==> src/logic/lpmc_pkg.sv <==
// Package for the low-power mode controller: map, resets, states, timing
package lpmc_pkg;
   // Register byte offsets
   localparam logic [7:0]  OFS_POWER_CONTROL   = 8'h00;
   localparam logic [7:0]  OFS_POWER_STATUS    = 8'h04;
   localparam logic [7:0]  OFS_POWER_CONFIG    = 8'h24;
   localparam logic [7:0]  OFS_MEM_POWER_CTRL  = 8'h30;
   localparam logic [7:0]  OFS_EVENT_STATUS    = 8'h40;
   localparam logic [7:0]  OFS_EVENT_MASK      = 8'h44;
   localparam logic [7:0]  OFS_MODE_STATE      = 8'h48;
   localparam logic [7:0]  OFS_PERIPH_GATE     = 8'h4C;
   localparam logic [7:0]  OFS_LP_CONTROL      = 8'h50;

   // Reset values
   localparam logic [31:0] RST_POWER_CONTROL   = 32'h0000_0600;
   localparam logic [31:0] RST_POWER_CONFIG    = 32'h0000_0160;
   localparam logic [31:0] RST_MEM_POWER_CTRL  = 32'h0000_0020;
   localparam logic [31:0] RST_PERIPH_GATE     = 32'hFFFF_FFFF;
   localparam logic [31:0] RST_ZERO            = 32'h0000_0000;

   // Writable bits and fields
   localparam logic [31:0] MASK_POWER_CONTROL  = 32'h0000_1E10;
   localparam logic [31:0] MASK_POWER_CONFIG   = 32'h0000_03FF;
   localparam logic [31:0] MASK_CAL_FIELD      = 32'h0000_03E0;
   localparam logic [31:0] MASK_ALL            = 32'hFFFF_FFFF;
   localparam int          BIT_DETECT_OUT      = 2;
   localparam int          BIT_DEEP_STOP       = 0;
   localparam int          BIT_RETURN_SLEEP    = 1;
   localparam int          BIT_SLOW_OSC_ON     = 2;

   // Event status bits
   localparam int          NUM_EVENTS          = 4;
   localparam int          EV_SLEEP_ENTER      = 0;
   localparam int          EV_STOP_ENTER       = 1;
   localparam int          EV_STOP_SKIPPED     = 2;
   localparam int          EV_STOP_WOKE        = 3;

   // Width of the external line pending vector
   localparam int          NUM_EXT_LINES       = 16;

   // Wake latency from stop: oscillator start plus regulator wake, in ns
   localparam int          CLK_MHZ             = 40;
   localparam int          FAST_OSC_START_NS   = 2000;
   localparam int          REGULATOR_WAKE_NS   = 5000;
   localparam int          WAKE_CYCLES         =
      ((FAST_OSC_START_NS + REGULATOR_WAKE_NS) * CLK_MHZ + 999) / 1000;
   localparam int          WAKE_CNT_W          = 10;

   // Power states
   typedef enum logic [1:0]
   {
      LPMC_RUN   = 2'b00,
      LPMC_SLEEP = 2'b01,
      LPMC_STOP  = 2'b10,
      LPMC_WAKE  = 2'b11
   } lpmc_state_type;

   // Wishbone request from the master
   typedef struct packed
   {
      logic        cyc;
      logic        stb;
      logic        we;
      logic [7:0]  adr;
      logic [3:0]  sel;
      logic [31:0] dat;
   } lpmc_wb_req_type;
endpackage

==> src/logic/lpmc_low_power_mode_control.sv <==
// Low-power mode controller: sleep/stop sequencing, wake, clock gating
//
// What this block does
// - Wait instruction, no deep stop, no return-sleep: enter sleep at once.
// - Return-sleep set, no deep stop: sleep on return from lowest handler; interrupt wakes.
// - In sleep all pins hold their run-mode state.
// - Sleep ends at once: interrupt after irq-wait, event after event-wait.
// - Stop halts all core-domain clocks and fast oscillator; contents retained.
// - Deep stop set: either wait instruction enters stop at once.
// - In stop all pins hold their run-mode state.
// - Stop entry skipped while any external line pending flag is set.
// - Leaving stop forces the fast internal oscillator as system clock.
// - Stop wakes on enabled interrupt lines or event lines, per entry kind.
// - Stop wake latency is oscillator start-up plus regulator wake delay.
// - Watchdog in stop wakes by interrupt (resume) or by reset.
// - Slow oscillator runs in stop while enabled; cleared stops the watchdog.
// - Each peripheral clock is gated by its own enable bit.
// - In sleep only the processor clock stops; peripherals keep running.
`timescale 1ns/1ps
module lpmc_low_power_mode_control
(
   input  wire logic                                   clk_sys,
   input  wire logic                                   nrst,
   input  wire lpmc_pkg::lpmc_wb_req_type              wb_req,
   output logic [31:0]                                 wb_dat_o,
   output logic                                        wb_ack_o,
   input  wire logic                                   wait_irq_instr,
   input  wire logic                                   wait_event_instr,
   input  wire logic                                   handler_return_lowest,
   input  wire logic                                   irq_request,
   input  wire logic                                   wake_event,
   input  wire logic [lpmc_pkg::NUM_EXT_LINES-1:0]     ext_line_pending,
   input  wire logic                                   ext_irq_wake,
   input  wire logic                                   ext_event_wake,
   input  wire logic                                   watchdog_irq,
   input  wire logic                                   watchdog_reset_req,
   input  wire logic                                   supply_below_level,
   output logic                                        cpu_clk_en,
   output logic                                        core_domain_clk_en,
   output logic [31:0]                                 periph_clk_en,
   output logic                                        fast_osc_en,
   output logic                                        slow_osc_en,
   output logic                                        select_fast_osc,
   output logic                                        pin_hold,
   output logic                                        core_resume,
   output logic                                        chip_reset_req,
   output logic                                        irq
);

   // Register state
   logic [31:0]               power_control;
   logic [31:0]               power_configuration;
   logic [31:0]               memory_power_control;
   logic [31:0]               periph_gate;
   logic [2:0]                lp_control;
   logic [lpmc_pkg::NUM_EVENTS-1:0] event_status;
   logic [lpmc_pkg::NUM_EVENTS-1:0] event_mask;
   logic [lpmc_pkg::NUM_EVENTS-1:0] event_set;
   lpmc_pkg::lpmc_state_type  state;
   lpmc_pkg::lpmc_state_type  next_state;
   logic                      by_event;
   logic                      next_by_event;
   logic [lpmc_pkg::WAKE_CNT_W-1:0] wake_cnt;
   logic                      wr_strobe;
   logic                      rd_strobe;
   logic [31:0]               byte_mask;
   logic [31:0]               next_rd_data;
   logic                      deep_stop_sel;
   logic                      return_sleep_sel;
   logic                      slow_osc_on;
   logic                      wait_any;
   logic                      stop_wake;
   logic                      wdg_alive_irq;
   logic                      wdg_alive_rst;

   assign deep_stop_sel    = lp_control[lpmc_pkg::BIT_DEEP_STOP];
   assign return_sleep_sel = lp_control[lpmc_pkg::BIT_RETURN_SLEEP];
   assign slow_osc_on      = lp_control[lpmc_pkg::BIT_SLOW_OSC_ON];
   assign wait_any         = wait_irq_instr | wait_event_instr;

   // Watchdog runs from the slow oscillator; cleared enable silences it
   assign wdg_alive_irq = watchdog_irq & slow_osc_on;
   assign wdg_alive_rst = watchdog_reset_req & slow_osc_on;

   // Stop wake source depends on which wait instruction entered stop
   assign stop_wake = (by_event ? ext_event_wake : ext_irq_wake)
                      | wdg_alive_irq;

   // Bus access decode: one-cycle ack, write taken with the request
   assign wr_strobe = wb_req.cyc & wb_req.stb & wb_req.we & ~wb_ack_o;
   assign rd_strobe = wb_req.cyc & wb_req.stb & ~wb_req.we & ~wb_ack_o;
   assign byte_mask = {{8{wb_req.sel[3]}}, {8{wb_req.sel[2]}},
                       {8{wb_req.sel[1]}}, {8{wb_req.sel[0]}}};

   // Next power state; requests sampled on the edge after the instruction
   always_comb
   begin
      next_state    = state;
      next_by_event = by_event;
      event_set     = '0;
      case (state)
         lpmc_pkg::LPMC_RUN:
         begin
            if (wait_any && deep_stop_sel)
            begin
               if (|ext_line_pending)
               begin
                  event_set[lpmc_pkg::EV_STOP_SKIPPED] = 1'b1;
               end
               else
               begin
                  next_state    = lpmc_pkg::LPMC_STOP;
                  next_by_event = wait_event_instr;
                  event_set[lpmc_pkg::EV_STOP_ENTER] = 1'b1;
               end
            end
            else if (wait_any && !return_sleep_sel)
            begin
               next_state    = lpmc_pkg::LPMC_SLEEP;
               next_by_event = wait_event_instr;
               event_set[lpmc_pkg::EV_SLEEP_ENTER] = 1'b1;
            end
            else if (handler_return_lowest && return_sleep_sel && !deep_stop_sel)
            begin
               next_state    = lpmc_pkg::LPMC_SLEEP;
               next_by_event = 1'b0;
               event_set[lpmc_pkg::EV_SLEEP_ENTER] = 1'b1;
            end
         end
         lpmc_pkg::LPMC_SLEEP:
         begin
            // Immediate exit, source chosen by entry kind
            if (by_event ? wake_event : irq_request)
            begin
               next_state = lpmc_pkg::LPMC_RUN;
            end
         end
         lpmc_pkg::LPMC_STOP:
         begin
            if (wdg_alive_rst)
            begin
               next_state = lpmc_pkg::LPMC_RUN;
            end
            else if (stop_wake)
            begin
               next_state = lpmc_pkg::LPMC_WAKE;
            end
         end
         lpmc_pkg::LPMC_WAKE:
         begin
            if (wake_cnt == lpmc_pkg::WAKE_CNT_W'(1))
            begin
               next_state = lpmc_pkg::LPMC_RUN;
               event_set[lpmc_pkg::EV_STOP_WOKE] = 1'b1;
            end
         end
         default:
         begin
            next_state = lpmc_pkg::LPMC_RUN;
         end
      endcase
   end

   // Power state register
   always_ff @(posedge clk_sys or negedge nrst)
   begin
      if (!nrst)
      begin
         state    <= lpmc_pkg::LPMC_RUN;
         by_event <= 1'b0;
      end
      else
      begin
         state    <= next_state;
         by_event <= next_by_event;
      end
   end

   // Wake latency counter, loaded as stop is left
   always_ff @(posedge clk_sys or negedge nrst)
   begin
      if (!nrst)
      begin
         wake_cnt <= '0;
      end
      else if (state == lpmc_pkg::LPMC_STOP && next_state == lpmc_pkg::LPMC_WAKE)
      begin
         wake_cnt <= lpmc_pkg::WAKE_CNT_W'(lpmc_pkg::WAKE_CYCLES);
      end
      else if (wake_cnt != '0)
      begin
         wake_cnt <= wake_cnt - lpmc_pkg::WAKE_CNT_W'(1);
      end
   end

   // Clock and oscillator controls, all registered from the next state
   always_ff @(posedge clk_sys or negedge nrst)
   begin
      if (!nrst)
      begin
         cpu_clk_en         <= 1'b1;
         core_domain_clk_en <= 1'b1;
         fast_osc_en        <= 1'b1;
         periph_clk_en      <= lpmc_pkg::RST_PERIPH_GATE;
         pin_hold           <= 1'b0;
      end
      else
      begin
         // Only the processor clock stops in sleep
         cpu_clk_en         <= (next_state == lpmc_pkg::LPMC_RUN);
         // Core domain restarts at wake start, before the core resumes
         core_domain_clk_en <= (next_state != lpmc_pkg::LPMC_STOP);
         fast_osc_en        <= (next_state != lpmc_pkg::LPMC_STOP);
         periph_clk_en      <= (next_state == lpmc_pkg::LPMC_STOP) ? lpmc_pkg::RST_ZERO
                               : periph_gate;
         // Pins frozen in their run values while asleep or stopped
         pin_hold           <= (next_state != lpmc_pkg::LPMC_RUN);
      end
   end

   // Slow oscillator follows its enable in every mode
   always_ff @(posedge clk_sys or negedge nrst)
   begin
      if (!nrst)
      begin
         slow_osc_en <= 1'b0;
      end
      else
      begin
         slow_osc_en <= slow_osc_on;
      end
   end

   // One-cycle pulses: fast oscillator select, resume, chip reset request
   always_ff @(posedge clk_sys or negedge nrst)
   begin
      if (!nrst)
      begin
         select_fast_osc <= 1'b0;
         core_resume     <= 1'b0;
         chip_reset_req  <= 1'b0;
      end
      else
      begin
         select_fast_osc <= (state == lpmc_pkg::LPMC_WAKE)
                            && (next_state == lpmc_pkg::LPMC_RUN);
         core_resume     <= (state != lpmc_pkg::LPMC_RUN)
                            && (next_state == lpmc_pkg::LPMC_RUN);
         chip_reset_req  <= (state == lpmc_pkg::LPMC_STOP) && wdg_alive_rst;
      end
   end

   // Software registers; converter and prescaler setup stay software's job
   always_ff @(posedge clk_sys or negedge nrst)
   begin
      if (!nrst)
      begin
         power_control        <= lpmc_pkg::RST_POWER_CONTROL;
         power_configuration  <= lpmc_pkg::RST_POWER_CONFIG;
         memory_power_control <= lpmc_pkg::RST_MEM_POWER_CTRL;
         periph_gate          <= lpmc_pkg::RST_PERIPH_GATE;
         lp_control           <= '0;
         event_mask           <= '0;
      end
      else if (wr_strobe)
      begin
         case (wb_req.adr)
            lpmc_pkg::OFS_POWER_CONTROL:
            begin
               power_control <= (power_control & ~(byte_mask & lpmc_pkg::MASK_POWER_CONTROL))
                  | (wb_req.dat & byte_mask & lpmc_pkg::MASK_POWER_CONTROL);
            end
            lpmc_pkg::OFS_POWER_CONFIG:
            begin
               power_configuration <= (power_configuration
                  & ~(byte_mask & lpmc_pkg::MASK_POWER_CONFIG))
                  | (wb_req.dat & byte_mask & lpmc_pkg::MASK_POWER_CONFIG);
            end
            lpmc_pkg::OFS_MEM_POWER_CTRL:
            begin
               memory_power_control <= (memory_power_control & ~byte_mask)
                  | (wb_req.dat & byte_mask);
            end
            lpmc_pkg::OFS_PERIPH_GATE:
            begin
               periph_gate <= (periph_gate & ~byte_mask) | (wb_req.dat & byte_mask);
            end
            lpmc_pkg::OFS_LP_CONTROL:
            begin
               if (wb_req.sel[0])
               begin
                  lp_control <= wb_req.dat[2:0];
               end
            end
            lpmc_pkg::OFS_EVENT_MASK:
            begin
               if (wb_req.sel[0])
               begin
                  event_mask <= wb_req.dat[lpmc_pkg::NUM_EVENTS-1:0];
               end
            end
            default:
            begin
               lp_control <= lp_control;
            end
         endcase
      end
   end

   // Sticky events, write one to clear; a new event wins over the clear
   always_ff @(posedge clk_sys or negedge nrst)
   begin
      if (!nrst)
      begin
         event_status <= '0;
      end
      else if (wr_strobe && wb_req.adr == lpmc_pkg::OFS_EVENT_STATUS && wb_req.sel[0])
      begin
         event_status <= (event_status & ~wb_req.dat[lpmc_pkg::NUM_EVENTS-1:0])
                         | event_set;
      end
      else
      begin
         event_status <= event_status | event_set;
      end
   end

   // Level interrupt from unmasked sticky bits
   always_ff @(posedge clk_sys or negedge nrst)
   begin
      if (!nrst)
      begin
         irq <= 1'b0;
      end
      else
      begin
         irq <= |(event_status & event_mask);
      end
   end

   // Read mux; unmapped addresses read zero
   always_comb
   begin
      next_rd_data = lpmc_pkg::RST_ZERO;
      case (wb_req.adr)
         lpmc_pkg::OFS_POWER_CONTROL:
         begin
            next_rd_data = power_control & lpmc_pkg::MASK_POWER_CONTROL;
         end
         lpmc_pkg::OFS_POWER_STATUS:
         begin
            // Detector output valid only while the detector is enabled
            next_rd_data[lpmc_pkg::BIT_DETECT_OUT] = supply_below_level
               & power_control[4];
         end
         lpmc_pkg::OFS_POWER_CONFIG:
         begin
            // Calibration field always reads back its default
            next_rd_data = (power_configuration & lpmc_pkg::MASK_POWER_CONFIG
               & ~lpmc_pkg::MASK_CAL_FIELD)
               | (lpmc_pkg::RST_POWER_CONFIG & lpmc_pkg::MASK_CAL_FIELD);
         end
         lpmc_pkg::OFS_MEM_POWER_CTRL:
         begin
            next_rd_data = memory_power_control;
         end
         lpmc_pkg::OFS_EVENT_STATUS:
         begin
            next_rd_data[lpmc_pkg::NUM_EVENTS-1:0] = event_status;
         end
         lpmc_pkg::OFS_EVENT_MASK:
         begin
            next_rd_data[lpmc_pkg::NUM_EVENTS-1:0] = event_mask;
         end
         lpmc_pkg::OFS_MODE_STATE:
         begin
            next_rd_data[2:0] = {by_event, state};
         end
         lpmc_pkg::OFS_PERIPH_GATE:
         begin
            next_rd_data = periph_gate;
         end
         lpmc_pkg::OFS_LP_CONTROL:
         begin
            next_rd_data[2:0] = lp_control;
         end
         default:
         begin
            next_rd_data = lpmc_pkg::RST_ZERO;
         end
      endcase
   end

   // Bus answer: ack one cycle after the request, dropped the cycle after
   always_ff @(posedge clk_sys or negedge nrst)
   begin
      if (!nrst)
      begin
         wb_ack_o <= 1'b0;
         wb_dat_o <= lpmc_pkg::RST_ZERO;
      end
      else
      begin
         wb_ack_o <= wb_req.cyc & wb_req.stb & ~wb_ack_o;
         if (rd_strobe)
         begin
            wb_dat_o <= next_rd_data;
         end
      end
   end

   // Checks; a wake may follow entry at once, so entry consequents look one cycle only
   localparam int WAKE_LAT = lpmc_pkg::WAKE_CYCLES;   // Delay bounds must be local ints

   AST_SLEEP_NOW: assert property (@(posedge clk_sys) disable iff (!nrst)
      (state == lpmc_pkg::LPMC_RUN && wait_any && !deep_stop_sel && !return_sleep_sel)
      |=> state == lpmc_pkg::LPMC_SLEEP && !cpu_clk_en)
      else $error("sleep not entered after wait instruction");

   AST_SLEEP_EXIT: assert property (@(posedge clk_sys) disable iff (!nrst)
      (state == lpmc_pkg::LPMC_RUN && handler_return_lowest && return_sleep_sel
       && !deep_stop_sel && !wait_any) |=> state == lpmc_pkg::LPMC_SLEEP && !by_event)
      else $error("sleep on handler return missed");

   AST_PIN_HOLD: assert property (@(posedge clk_sys) disable iff (!nrst)
      $rose(state != lpmc_pkg::LPMC_RUN) |-> pin_hold)
      else $error("pins not held in low power");

   AST_SLEEP_WAKE: assert property (@(posedge clk_sys) disable iff (!nrst)
      (state == lpmc_pkg::LPMC_SLEEP && !by_event && irq_request)
      |=> state == lpmc_pkg::LPMC_RUN && cpu_clk_en)
      else $error("sleep did not end on interrupt");

   AST_STOP_CLOCKS: assert property (@(posedge clk_sys) disable iff (!nrst)
      (state == lpmc_pkg::LPMC_STOP)[*2] |-> !core_domain_clk_en && !fast_osc_en
      && periph_clk_en == lpmc_pkg::RST_ZERO)
      else $error("clocks running in stop");

   AST_STOP_SKIP: assert property (@(posedge clk_sys) disable iff (!nrst)
      (state == lpmc_pkg::LPMC_RUN && wait_any && deep_stop_sel && |ext_line_pending)
      |=> state == lpmc_pkg::LPMC_RUN && event_status[lpmc_pkg::EV_STOP_SKIPPED])
      else $error("stop entered with pending line");

   AST_STOP_ENTER: assert property (@(posedge clk_sys) disable iff (!nrst)
      (state == lpmc_pkg::LPMC_RUN && wait_any && deep_stop_sel && !(|ext_line_pending))
      |=> state == lpmc_pkg::LPMC_STOP)
      else $error("stop not entered");

   AST_FAST_OSC: assert property (@(posedge clk_sys) disable iff (!nrst)
      (state == lpmc_pkg::LPMC_WAKE && $past(state) == lpmc_pkg::LPMC_STOP)
      |-> ##[WAKE_LAT:WAKE_LAT] (select_fast_osc && core_resume))
      else $error("fast oscillator not selected after stop");

   AST_WAKE_TIME: assert property (@(posedge clk_sys) disable iff (!nrst)
      (state == lpmc_pkg::LPMC_WAKE && $past(state) == lpmc_pkg::LPMC_STOP)
      |-> !core_resume throughout (state == lpmc_pkg::LPMC_WAKE)[*8])
      else $error("core resumed before wake delay");

   AST_WDG_RESET: assert property (@(posedge clk_sys) disable iff (!nrst)
      (state == lpmc_pkg::LPMC_STOP && watchdog_reset_req && slow_osc_on)
      |=> chip_reset_req && state == lpmc_pkg::LPMC_RUN)
      else $error("watchdog reset from stop missed");

   AST_SLOW_OSC: assert property (@(posedge clk_sys) disable iff (!nrst)
      ##1 slow_osc_en == $past(slow_osc_on))
      else $error("slow oscillator enable mismatch");

   AST_SLEEP_PERIPH: assert property (@(posedge clk_sys) disable iff (!nrst)
      (state == lpmc_pkg::LPMC_SLEEP && next_state == lpmc_pkg::LPMC_SLEEP)
      |=> core_domain_clk_en && periph_clk_en == $past(periph_gate))
      else $error("peripheral clocks gated in sleep");

   COV_SLEEP: cover property (@(posedge clk_sys) disable iff (!nrst)
      state == lpmc_pkg::LPMC_SLEEP ##[1:20] state == lpmc_pkg::LPMC_RUN);
   COV_STOP_WAKE: cover property (@(posedge clk_sys) disable iff (!nrst)
      state == lpmc_pkg::LPMC_STOP ##1 state == lpmc_pkg::LPMC_WAKE);
   COV_SKIP: cover property (@(posedge clk_sys) disable iff (!nrst)
      event_set[lpmc_pkg::EV_STOP_SKIPPED]);
   COV_IRQ: cover property (@(posedge clk_sys) disable iff (!nrst) $rose(irq));

endmodule

==> config.mk <==
export PLATFORM = sky130hd
export DESIGN_NAME = lpmc_low_power_mode_control
export DESIGN_NICKNAME = d
export VERILOG_FILES = /design/src/logic/lpmc_pkg.sv /design/src/logic/lpmc_low_power_mode_control.sv
export SDC_FILE = /design/constraint.sdc
export NUM_CORES = 1
export LEC_CHECK = 0
export BUFFER_PORTS_ARGS = -buffer_cell sky130_fd_sc_hd__buf_4
export CAP_MARGIN = 20
export CORE_MARGIN = 4
export CORE_UTILIZATION = 50
export DETAILED_ROUTE_END_ITERATION = 8
export PLACE_DENSITY = 0.78
export SYNTH_ARGS = -nofsm -noshare
export SYNTH_HDL_FRONTEND = slang
export SYNTH_SLANG_ARGS = --single-unit
==> constraint.sdc <==
create_clock -name clk_sys -period 2.94 [get_ports clk_sys]
set_input_delay 0.588 -clock clk_sys [delete_from_list [all_inputs] [get_ports clk_sys]]
set_output_delay 0.588 -clock clk_sys [all_outputs]
set_load 0.05 [all_outputs]
After elaboration in Yosys (flattened, before gate mapping)
Cells that the tools add are included.
Widths: inputs -> output; s select.
{"block": "op_classes", "eq_ne": 16, "muxes": 32, "n_bitwise": 30, "reduce_logical": 29, "n_addsub": 1}
{"op": "$and 32x32->32", "n": 5}
{"op": "$pmux 28 s4", "n": 1}
{"op": "$or 32x32->32", "n": 2}
{"op": "$eq 8x7->1 const B", "n": 5}
{"op": "$mux 32", "n": 1}
{"op": "$not 10->32", "n": 1}
{"op": "$not 13->32", "n": 1}
{"op": "$not 32->32", "n": 1}
{"op": "$or 32x10->32", "n": 1}
{"op": "$or 32x13->32", "n": 1}
{"op": "$mux 10", "n": 2}
{"op": "$mux 2", "n": 9}
{"op": "$eq 8x6->1 const B", "n": 2}
{"op": "$reduce_or 16->1", "n": 1}
{"op": "$pmux 2 s7", "n": 1}
{"op": "$mux 1", "n": 13}
{"op": "$eq 10x1->1 const B", "n": 1}
{"op": "$logic_and 1x1->1", "n": 10}
{"op": "$reduce_bool 10->1", "n": 1}
{"op": "$sub 10x1->10 const B", "n": 1}
{"op": "$and 1x1->1", "n": 9}
{"op": "$reduce_and 3->1", "n": 3}
{"op": "$and 4x4->4", "n": 2}
{"op": "$eq 2x2->1 const B", "n": 4}
{"op": "19 further kinds", "n": 30}
{"block": "word_totals", "regBits": 225, "out_inout_bits": 74, "input_bits": 75, "elab_cells": 129}

Depth between registers and ports, before layout
{"block": "depth", "depth_word": 9, "depth_mapped": 7, "ltp_nobuf": 6}

Worst setup path before layout
OpenSTA, ideal clock, no wires.
{"block": "synth_path", "kind": "reg-to-reg", "from": "register wb_ack_o", "to": "register event_mask[0] in the netlist's numbering", "slack_ns": 0.633, "path_stages_with_launch": 8, "required_ns": 2.815, "synth_period_minus_slack_ns": 2.307, "setup_time_ns": 0.125, "t_arrival_ns": 2.182, "n_path_buf": 3, "path_cell_list": "dfrtp_1 > and4b_1 > clkbuf_1 > and2_1 > clkbuf_1 > and3_1 > clkbuf_1 > mux2_2"}
{"block": "synth_via", "elab_chain_cells": 3}
{"element": "start: declaration", "line": "lpmc_low_power_mode_control.sv:26", "source": "output logic wb_ack_o,"}
{"element": "start signal: assignment", "line": "lpmc_low_power_mode_control.sv:404", "source": "wb_ack_o <= wb_req.cyc & wb_req.stb & ~wb_ack_o;"}
{"element": "$not 1->1", "line": "lpmc_low_power_mode_control.sv:90", "source": "assign wr_strobe = wb_req.cyc & wb_req.stb & wb_req.we & ~wb_ack_o;"}
{"element": "$and 1x1->1", "line": "lpmc_low_power_mode_control.sv:90"}
{"element": "$reduce_and 3->1 (no line)"}
{"element": "end signal: assignment", "line": "lpmc_low_power_mode_control.sv:299", "source": "event_mask <= wb_req.dat[lpmc_pkg::NUM_EVENTS-1:0];"}
{"element": "end: declaration", "line": "lpmc_low_power_mode_control.sv:57", "source": "logic [lpmc_pkg::NUM_EVENTS-1:0] event_mask;"}
Every way passes these cells.
A chain may end at the register's enable or synchronous reset.

==> metrics <==
minimum clock period=2.32 ns; final period utilization=78.8%; leakage=4.28 nW; post-route cell area=9370 µm²; synthesized flop and latch total=171; initial antenna violation count=0; Routed Antenna Nets=0; first-pass GRT wire length=28.2 mm; multiplexer share of the synthesized area=13.9%; filler cell count=1,093; DR iter-0 viols=374; clock skew=0.0119 ns; TritonRoute pass-1 iters=5; Placer Congestion=0.851; Total Wirelength=17.9 mm; post-synthesis cell area=7350 µm²; Root Driver=clkbuf_16; CP Cell Sequence=buf_4 -> or4_1 -> nor3_4 -> nand3_2 -> mux2_2; status=completed; Cells after Synth=588; post-synth top area share=34.7%; XOR/XNOR Fraction of Synth Area=0.477%; power density cells=641 nW/µm²; Worst path max stage delay=0.69 ns; grt total ovfl=0; die area=16,700 µm²; hpwl dp=12.7 mm; synth top area cells=dfrtp_1 (35%), dfstp_2 (25%), mux2_2 (13%); leading area contributor after synthesis=dfrtp_1; Crit path max-delay family=simple AND/OR/NAND/NOR gates; MaxCap Viol Count=0; count of input and output buffers=148; Core Region=14,500 µm²; H-tree Lvls=4; Critical Path AT=2.62 ns; Simple-Gate Fraction of Synth Area=11.0%; CTS tree=yes; Worst Hold Class=input pin to asynchronous set/reset pin; Setup TNS Final=0 ns; TritonCTS Buffers=17; syn nets=666; Post-Place Cell Area=8740 µm²; vias post-DR=5,396; worst-margin pin slew=0.633 ns; worst rel slew slack=57.6%; number of gates resized after cts=0; Die Span X=129 µm; sequential-to-total area share from yosys stat=59.4%; slowest cell on the critical path=or4_1; Post-CTS Setup Inserts=0; Worst-path clk slew=0.07 ns; largest family of logic cells by synthesized area=multiplexers; largest net degree at the start of global routing=67; Critical R2R Launch=wb_ack_o; # IOs=149; clock latency on the worst-skew pair=0.43 ns; compound-gate portion of the synthesized area=12.5%; crit end category=register; Ys Warns=0; max frequency=432 MHz; FP Rows=44; clock buffer depth=2; cts hold-fix bufs=0; VDD IR max=447 µV; Slew Limit Fails=0; WL per Instance=19.0 µm; Post-synth ARST share=100%; fin nets=822; DRC viols=0; vias in the first global route=5,540; Tot GR Track Use=21.6%; syn avg cell area=12.5 µm²; Post-synth EDFFs=0; Primary FF master, synth=dfrtp_1; Area Overhead vs Synth=27.5%; share of cells above drive strength 1=48.5%; Final setup viols=0; CP Launch Type=input pin; Initial Util=50.7%; WP data required=3.24 ns; CTS sink count=171; flop-to-flop setup slack=0.69 ns; post-DR vias/cell=5.73; RSZ-0062 raised after global routing=no; Netlist cell types=57; Crit Path Max Fanout=12; Final Hold Viols=0; Ant. Diodes=0; crit path kind=input pin to register; Worst Path Buf+Inv=1; synthesized-area fraction occupied by adder cells=0.511%; Reg2Reg Depth=4; die height=129 µm
worst max path at each step:
stage               slack, ns  cells past startpoint         from          endpoint
finish                   0.62                      5   wb_req[39]          register
global route             0.52                      5  wake_cnt[2]  periph_clk_en[8]
CTS                      0.63                      5   wb_req[39]          register
detailed placement       0.19                      5   wb_req[39]          register
global placement         0.26                      5   wb_req[39]          register
floorplan                0.63                      7     wb_ack_o     event_mask[0]
cells in the mapped netlist (5+ instances only):
cell type	count
nand2_1	38
nor2_1	24
o21ai_0	33
nor2b_1	6
dfstp_2	69
nand3_1	5
inv_1	13
clkbuf_1	23
and3_1	6
nor3_1	12
dfrtp_1	102
a21boi_0	31
buf_2	5
mux2_2	83
a22oi_1	24
nand4_1	7
nand2b_1	7
a21oi_1	14
nor4_1	6
power by group:
group / total, W / internal (W) / leakage [nW] / switching (W)
clock network: 0.00233 / 0.00141 / 0.303 / 0.000920
logic: 0.00103 / 0.000377 / 1.89 / 0.000650
registers: 0.00264 / 0.00250 / 2.09 / 0.000139
placed cells by master (no fill, tap or decap), types with 3 or more instances in the layout:
master	instances
a21boi_0	31
nand4_1	7
inv_1	13
nand2b_1	7
ha_1	3
or2_2	3
mux2_2	83
nand2_1	38
nor3_1	12
nor4b_1	3
clkbuf_16	17
a21o_1	3
a221oi_1	3
a222oi_1	4
mux2i_1	4
a21oi_1	14
nand4b_1	3
a22o_1	4
xnor2_1	3
and3_1	6
or3_1	4
nor3_2	3
o21ai_0	32
bufinv_16	3
dfstp_2	69
nor2_1	24
a211oi_1	3
a22oi_1	24
inv_6	3
nand3_1	5
clkbuf_8	3
buf_4	164
nor4_1	6
dfrtp_1	102
nor2b_1	6
final cells by class:
cell class	instances	area (µm²)	area share [%]
Timing Repair Buffer	166	1260	13.5
Multi-Input combinational cell	375	2840	30.3
Inverter	13	48.8	0.521
Clock buffer	20	467	4.98
Sequential cell	171	4370	46.6
Clock inverter	12	159	1.70
Tap cell	184	230	2.46
per-stage QoR:
step	power, W	instances	worst slack (ns)	hold slack, ns	util [%]
finish	0.00600	941	0.623	0.156	64.7
global route	0.00624	941	0.522	0.187	64.7
CTS	0.00605	941	0.633	0.162	64.7
detailed placement	0.00371	909	0.187	0.472	60.4
global placement	0.00367	909	0.263	0.468	60.4
floorplan	0.00327	588	0.633	0.292	-
metal layers:
metal	vias to the layer above	wire length, µm	track usage, %
met4	0	377	7.97
met5	-	0	0
met1	2755	7230	26.5
met3	30	808	3.83
met2	152	9440	38.1
li1	2459	-	-
cells by family after synthesis:
| logic type | Yosys count |
|---|---|
| buffers and inverters | 42 |
| multiplexers | 89 |
| AO/OA/AOI/OAI | 134 |
| flip-flops | 171 |
| adder cells (fa/ha/maj) | 3 |
| XOR/XNOR | 4 |
| AND/OR/NAND/NOR | 145 |
Note: power is estimated with default switching activity, not from simulation.
